File: config.mk
export PLATFORM = sky130hd
export DESIGN_NAME = spce_top
export DESIGN_NICKNAME = d
export VERILOG_FILES = /design/src/spce_pkg.sv /design/src/spce_top.sv
export SDC_FILE = /design/constraint.sdc
export NUM_CORES = 1
export LEC_CHECK = 0
export BUFFER_PORTS_ARGS = -buffer_cell sky130_fd_sc_hd__buf_4
export CAP_MARGIN = 20
export CORE_ASPECT_RATIO = 1.75
export CORE_MARGIN = 4
export CORE_UTILIZATION = 48
export CTS_BUF_LIST = sky130_fd_sc_hd__clkbuf_8
export DETAILED_ROUTE_END_ITERATION = 8
export GPL_TIMING_DRIVEN = 0
export HOLD_SLACK_MARGIN = 0.02
export PLACE_DENSITY = 0.95
export SYNTH_ARGS = -nofsm -noshare
export SYNTH_HDL_FRONTEND = slang
export SYNTH_SLANG_ARGS = --single-unit
File: constraint.sdc
create_clock -name pclk -period 4.3 [get_ports pclk]
set_input_delay 1.29 -clock pclk [delete_from_list [all_inputs] [get_ports pclk]]
set_output_delay 1.29 -clock pclk [all_outputs]
set_load 0.02 [all_outputs]
File: src/spce_pkg.sv
// Package with register map, field layout and carrier types of the serial control-enable block
// Function
// - Transmit-end enable gates the transmit-end request
// - Filter off means plain reception, no filtering
// - Multiprocessor bit 1 frame clears filter enable
// - Filter on blocks receive requests and flags
// - Receive disabled: receiver idle, pin is GPIO
// - Receive enabled: receiver runs, pin is data
// - Transmit enabled: transmitter runs, pin drives data
// - Receive enable gates full and error requests
// - Transmit-empty enable 0 blocks empty request
package spce_pkg;

    localparam int ADDR_W = 8;
    localparam int DATA_W = 32;

    localparam logic [ADDR_W-1:0] CTRL_OFFSET   = 8'h00;
    localparam logic [ADDR_W-1:0] STATUS_OFFSET = 8'h04;
    localparam logic [ADDR_W-1:0] MASK_OFFSET   = 8'h08;

    // Control register bit positions
    localparam int CTRL_TX_EN       = 0;
    localparam int CTRL_RX_EN       = 1;
    localparam int CTRL_MP_FILTER   = 2;
    localparam int CTRL_TX_END_IE   = 3;
    localparam int CTRL_RX_IE       = 4;
    localparam int CTRL_TX_EMPTY_IE = 5;
    localparam int CTRL_W           = 6;

    // Status and mask register bit positions
    localparam int ST_RX_FULL  = 0;
    localparam int ST_FRAMING  = 1;
    localparam int ST_OVERRUN  = 2;
    localparam int ST_TX_EMPTY = 3;
    localparam int ST_TX_END   = 4;
    localparam int ST_W        = 5;

    localparam logic [CTRL_W-1:0] CTRL_RESET   = 6'h00;
    localparam logic [ST_W-1:0]   MASK_RESET   = 5'h00;
    localparam logic [2:0]        FLAGS_RESET  = 3'h0;
    localparam logic              RX_IDLE_LVL  = 1'b1;

    typedef struct packed {
        logic tx_empty_ie;
        logic rx_ie;
        logic tx_end_ie;
        logic mp_filter_en;
        logic rx_en;
        logic tx_en;
    } spce_ctrl_type;

    // One received frame from the receive shifter, valid for one cycle
    typedef struct packed {
        logic valid;
        logic mp_bit;
        logic framing_err;
        logic overrun;
    } spce_rx_event_type;

    typedef struct packed {
        spce_ctrl_type       ctrl;
        logic [2:0]          flags;
        logic [ST_W-1:0]     mask;
        logic                tx_empty_seen;
        logic                tx_end_seen;
        logic [DATA_W-1:0]   prdata;
        logic                pready;
        logic                pslverr;
        logic                rx_full_irq;
        logic                rx_error_irq;
        logic                tx_empty_irq;
        logic                tx_end_irq;
        logic                irq;
        logic                rx_active;
        logic                tx_active;
        logic                rx_serial_data;
        logic                rxd_gpio_data;
        logic                txd_pin_out;
        logic                txd_pin_oe_n;
    } spce_state_type;

endpackage : spce_pkg

File: src/spce_top.sv
// Serial control-enable block: APB registers, receive filter, interrupt gating, pin routing
`timescale 1ns/1ns
module spce_top
(
    input  wire logic                          pclk,
    input  wire logic                          presetn,
    input  wire logic [spce_pkg::ADDR_W-1:0]   paddr,
    input  wire logic                          psel,
    input  wire logic                          penable,
    input  wire logic                          pwrite,
    input  wire logic [spce_pkg::DATA_W-1:0]   pwdata,
    output logic      [spce_pkg::DATA_W-1:0]   prdata,
    output logic                               pready,
    output logic                               pslverr,
    input  wire spce_pkg::spce_rx_event_type   rx_event,
    input  wire logic                          tx_data_empty,
    input  wire logic                          tx_all_sent,
    input  wire logic                          tx_serial_out,
    input  wire logic                          gpio_txd_data,
    input  wire logic                          gpio_txd_oe_n,
    input  wire logic                          rxd_pin_in,
    output logic                               rx_active,
    output logic                               tx_active,
    output logic                               rx_serial_data,
    output logic                               rxd_gpio_data,
    output logic                               txd_pin_out,
    output logic                               txd_pin_oe_n,
    output logic                               rx_full_irq,
    output logic                               rx_error_irq,
    output logic                               tx_empty_irq,
    output logic                               tx_end_irq,
    output logic                               irq
);

    spce_pkg::spce_state_type s;
    spce_pkg::spce_state_type next_s;

    logic setup_phase;
    logic wr_access;
    logic rx_take;
    logic rx_accept;
    logic mp_release;
    logic [spce_pkg::ST_W-1:0] req_vec;
    logic [spce_pkg::ST_W-1:0] status_vec;

    assign setup_phase = psel && !penable;
    assign wr_access   = psel && penable && s.pready && pwrite;
    assign rx_take     = rx_event.valid && s.ctrl.rx_en;
    assign rx_accept   = rx_take && (!s.ctrl.mp_filter_en || rx_event.mp_bit);
    assign mp_release  = rx_take && s.ctrl.mp_filter_en && rx_event.mp_bit;
    assign status_vec  = {s.tx_end_seen, s.tx_empty_seen, s.flags};

    always_comb
    begin
        next_s = s;
        req_vec = '0;

        // Bus answer: one wait-free access phase after each setup cycle
        next_s.pready  = setup_phase;
        next_s.pslverr = setup_phase && !(paddr == spce_pkg::CTRL_OFFSET
                                          || paddr == spce_pkg::STATUS_OFFSET
                                          || paddr == spce_pkg::MASK_OFFSET);
        next_s.prdata  = '0;
        if (setup_phase && !pwrite)
        begin
            case (paddr)
                spce_pkg::CTRL_OFFSET:
                    next_s.prdata = {{(spce_pkg::DATA_W-spce_pkg::CTRL_W){1'b0}}, s.ctrl};
                spce_pkg::STATUS_OFFSET:
                    next_s.prdata = {{(spce_pkg::DATA_W-spce_pkg::ST_W){1'b0}}, status_vec};
                spce_pkg::MASK_OFFSET:
                    next_s.prdata = {{(spce_pkg::DATA_W-spce_pkg::ST_W){1'b0}}, s.mask};
                default:
                    next_s.prdata = '0;
            endcase
        end

        // Software writes
        if (wr_access && paddr == spce_pkg::CTRL_OFFSET)
        begin
            next_s.ctrl = spce_pkg::spce_ctrl_type'(pwdata[spce_pkg::CTRL_W-1:0]);
        end
        if (wr_access && paddr == spce_pkg::MASK_OFFSET)
        begin
            next_s.mask = pwdata[spce_pkg::ST_W-1:0];
        end
        if (wr_access && paddr == spce_pkg::STATUS_OFFSET)
        begin
            next_s.flags = s.flags & ~pwdata[2:0];
        end

        // Hardware clears the filter enable; it overrides a same-cycle write
        if (mp_release)
        begin
            next_s.ctrl.mp_filter_en = 1'b0;
        end

        // Frame flags set only by accepted frames; set wins over a clear
        if (rx_accept)
        begin
            next_s.flags[spce_pkg::ST_RX_FULL] = 1'b1;
            if (rx_event.framing_err)
            begin
                next_s.flags[spce_pkg::ST_FRAMING] = 1'b1;
            end
            if (rx_event.overrun)
            begin
                next_s.flags[spce_pkg::ST_OVERRUN] = 1'b1;
            end
        end

        next_s.tx_empty_seen = tx_data_empty;
        next_s.tx_end_seen   = tx_all_sent;

        // Requests gated by their enables; the receive requests also by the filter
        next_s.rx_full_irq  = next_s.ctrl.rx_ie && !next_s.ctrl.mp_filter_en
                              && next_s.flags[spce_pkg::ST_RX_FULL];
        next_s.rx_error_irq = next_s.ctrl.rx_ie && !next_s.ctrl.mp_filter_en
                              && (next_s.flags[spce_pkg::ST_FRAMING]
                                  || next_s.flags[spce_pkg::ST_OVERRUN]);
        next_s.tx_empty_irq = next_s.ctrl.tx_empty_ie && tx_data_empty;
        next_s.tx_end_irq   = next_s.ctrl.tx_end_ie && tx_all_sent;

        req_vec[spce_pkg::ST_RX_FULL]  = next_s.rx_full_irq;
        req_vec[spce_pkg::ST_FRAMING]  = next_s.rx_error_irq
                                         && next_s.flags[spce_pkg::ST_FRAMING];
        req_vec[spce_pkg::ST_OVERRUN]  = next_s.rx_error_irq
                                         && next_s.flags[spce_pkg::ST_OVERRUN];
        req_vec[spce_pkg::ST_TX_EMPTY] = next_s.tx_empty_irq;
        req_vec[spce_pkg::ST_TX_END]   = next_s.tx_end_irq;
        next_s.irq = |(req_vec & next_s.mask);

        // Pin routing
        next_s.rx_active      = next_s.ctrl.rx_en;
        next_s.rx_serial_data = next_s.ctrl.rx_en ? rxd_pin_in
                                                  : spce_pkg::RX_IDLE_LVL;
        next_s.rxd_gpio_data  = rxd_pin_in;
        next_s.tx_active      = next_s.ctrl.tx_en;
        next_s.txd_pin_out    = next_s.ctrl.tx_en ? tx_serial_out : gpio_txd_data;
        next_s.txd_pin_oe_n   = next_s.ctrl.tx_en ? 1'b0 : gpio_txd_oe_n;
    end

    always_ff @(posedge pclk or negedge presetn)
    begin
        if (!presetn)
        begin
            s <= '{ctrl: spce_pkg::CTRL_RESET, flags: spce_pkg::FLAGS_RESET,
                   mask: spce_pkg::MASK_RESET, prdata: '0,
                   rx_serial_data: spce_pkg::RX_IDLE_LVL, rxd_gpio_data: 1'b1,
                   txd_pin_oe_n: 1'b1, default: 1'b0};
        end
        else
        begin
            s <= next_s;
        end
    end

    assign prdata         = s.prdata;
    assign pready         = s.pready;
    assign pslverr        = s.pslverr;
    assign rx_active      = s.rx_active;
    assign tx_active      = s.tx_active;
    assign rx_serial_data = s.rx_serial_data;
    assign rxd_gpio_data  = s.rxd_gpio_data;
    assign txd_pin_out    = s.txd_pin_out;
    assign txd_pin_oe_n   = s.txd_pin_oe_n;
    assign rx_full_irq    = s.rx_full_irq;
    assign rx_error_irq   = s.rx_error_irq;
    assign tx_empty_irq   = s.tx_empty_irq;
    assign tx_end_irq     = s.tx_end_irq;
    assign irq            = s.irq;
endmodule : spce_top

==> results.md <==
* Final Hold Fails at 0
* Most used flip-flop cell after synthesis: dfrtp_1
* Grt ovf at 0
* Multi-input logic area at ~660 µm²
* Gate power share at 14.7%
* Peak supply drop at 0.240 mV
* Max Root-Sink Buffers at 2
* Worst path required time at between 4 and 5 ns
* Crit. End Element: flip-flop
* Routed WL at 3.52 mm
* CP peak stage delay at just over 0.4 ns
* Setup TNS Final at 0 ns
* I/O pins at 100
* Hold_sp: s[51]$_DFF_PN0_
* Adder-cell share of the synthesized area at 0%
* Max-cap violations at 0
* CTS sink count at 33
* Port buffer count at 46
* Area grow syn2layout at 35.5%
* R2R cell count at 5
* CTS Buf Count at 5
* Status: complete, no violations
* Startpoint types: primary input
* Largest cells by area after synthesis: dfrtp_1 (45%), buf_4 (15%), mux2_2 (6.0%)
* Synth cell count leaders: buf_4 (33), dfrtp_1 (30), nor2_1 (15), mux2_2 (9), nand2_1 (9)
* Synth Area in XOR/XNOR at 0%
* Slew Viols, Final at 0
* Yosys reg bits at 33
* Pin count of the biggest net entering global routing at 34
* Post-synthesis simple-gate area fraction at between 10% and 20%
* Core Rows at 28
* Minimum clock period at between 2 and 3 ns
* Unique masters post-synth at 35
* Placer Congestion at between 0.8 and 0.9
* Vias/cell at about 4.6
* Initial antenna violation count at 0
* Most frequent cell after synthesis: buf_4
* Top reg by flops: s
* Ant diodes at 0
* Sw frac at between 20% and 30%
* Ratio of cells with drive above 1 in the final layout at between 40% and 50%
* WHS Path Cells at 2
* Sequential share of power at 47.8%
* Avg WL per Cell at between 10 and 15 µm
* Overall Global Routing Usage at about 17%
* Final worst path period share at around two thirds
* EDFF count, synth at 0
* Hold buffers post-CTS at 0
* CTS tree: built
* Root buf cell: clkbuf_8
* Sequential cell area at just over 800 µm²
* Class of the most critical setup path: in -> reg
* Multiplexer share of the synthesized area at a little over a tenth
* P_sw at approximately 0.16 mW
* Post-Syn Area per Cell at between 10 and 15 µm²
* Post-synth top area share at between 40% and 50%
* H-tree levels at 2
* Yosys warns at 0
* Die X at roughly 53 µm
* Routed vias at approximately 1300
* Initial core utilization at roughly 50%
* Initial DRC Count at 27
* Slowest CP cell: a221o_1
* Post CTS Setup Buffer Count at 0
* Crit path cell chain: buf_4 > nor4_4 > nand4_1 > a221o_1 > a222oi_1 > o21ai_1
* Largest register FFs at 14
* Data arrival, critical path at 2.96 ns
* RR Startpoint: pready$_DFF_PN0_
* Lkg Pwr at roughly 1.2 nW
* Pwr dens at ~300 mW/mm²
* Final nets at 288
* Die H at 86.2 µm
* Internal Power at about 0.51 mW
* Clock power share at a little under two fifths
* Worst min path class: reg -> reg
* Register area share after synthesis at 49.4%
* Non-filler instance count after layout at 279
* Crit. Startpoint: paddr[1]
* Synth Area in Compound Gates at just over 7%
* Synth Instances at roughly 160
* Placement Cell Area at 0.00217 mm²
* Placed Cells at 271
* RSZ-0062 raised after global routing: false
* Cell area after layout at 0.00228 mm²
* Async set or reset register ratio after synthesis at 100%
* Largest family of logic cells by synthesized area: buffers and inverters
* Layout filler cell count at 281
* CP Max Fanout at 5
* Initial DRT Pass Iterations at 4
* Die Area at 0.00455 mm²
* Worst-path clk slew at roughly 0.06 ns
* ANT nets after route at 0
* Synth Cell Area at roughly 0.0017 mm²
* Leading area contributor after synthesis: dfrtp_1
* Power Total at about 0.67 mW
* Layout Skew at ~0.0045 ns
* Number of global-route vias before repair at approximately 1300
* DRC at 0
* Hold Slack at roughly 0.52 ns
* Resized Gates After CTS at 0
* First-pass GRT wire length at 5.56 mm
* Final setup fails at 0
* Clock Latency Late Sink at around 0.28 ns
* Core footprint at around 0.0034 mm²
* Max Freq at ~360 MHz
* Post-DP HPWL at 2.83 mm
-- layout make-up --
type	count	area share [%]
plain buffers	35	11.6
clock buffers	7	4.23
clock inverters	1	0.220
inverters	5	0.825
multi-input cells	107	29.0
flip-flops and latches	33	36.4
well taps	45	2.47
repair buffers	46	15.2
-- power groups by stage --
stage | Clock (mW) | Sequential (mW) | Combinational (mW)
after floorplan | 0 | 0.328 | 0.0552
after global placement | 0 | 0.324 | 0.0961
after detailed placement | 0 | 0.324 | 0.0973
after CTS | 0.256 | 0.318 | 0.0975
after global routing | 0.269 | 0.319 | 0.106
final | 0.250 | 0.318 | 0.0980
-- stage by stage --
stage | worst slack [ns] | util (%)
4_1_cts | 1.48 | 67.7
5_1_grt | 1.43 | 67.7
3_5_place_dp | 1.20 | 64.7
6_report | 1.49 | 67.7
3_3_place_gp | 1.29 | 64.7
2_1_floorplan | 1.65 | -
-- kinds of logic (layout without fill, tap and decap cells) --
family                 count (synthesis)  in the layout
and+or+nand+nor                       47             47
AOI/OAI and AO/OA                     17             17
DFF                                   33             33
buffers and inverters                 40             94
muxes                                 17             17
other                                  1             26
-- routing by layer --
layer	track usage, %	vias up	wire [µm]
li1	-	625	-
met1	16.2	606	1120
met2	29.6	49	2010
met3	4.48	12	238
met4	10.9	0	153
met5	0	-	0
-- critical path, delay by kind of cell --
kind / cells / cell delay, ns
AOI/OAI and AO/OA: 3 / 0.92
buffers and inverters: 1 / 0.12
and+or+nand+nor: 2 / 0.64
-- final timing paths --
path,end,slack (ns)
min reg2reg,prdata[4]$_DFF_PN0_,0.52
max in group asynchronous,rxd_gpio_data$_DFF_PN1_,3.05
min,prdata[4]$_DFF_PN0_,0.52
max,irq$_DFF_PN0_,1.49
max reg2reg,irq$_DFF_PN0_,2.47
min in group asynchronous,txd_pin_out$_DFF_PN0_,0.93
-- cell usage in the layout (no fill, tap or decap), types with 2 or more instances in the layout --
cell and count:
dfrtp_1 30, nand2b_1 4, mux2_2 9, buf_4 79, conb_1 26, inv_1 5, a21oi_1 6, nand2_1 9
and3_1 2, nor2b_1 5, nand3_1 2, nand4_1 2, mux2i_1 8, dfstp_2 3, a221o_1 2, nor2_1 15
clkbuf_8 7
Note: power is estimated with default switching activity, not from simulation.
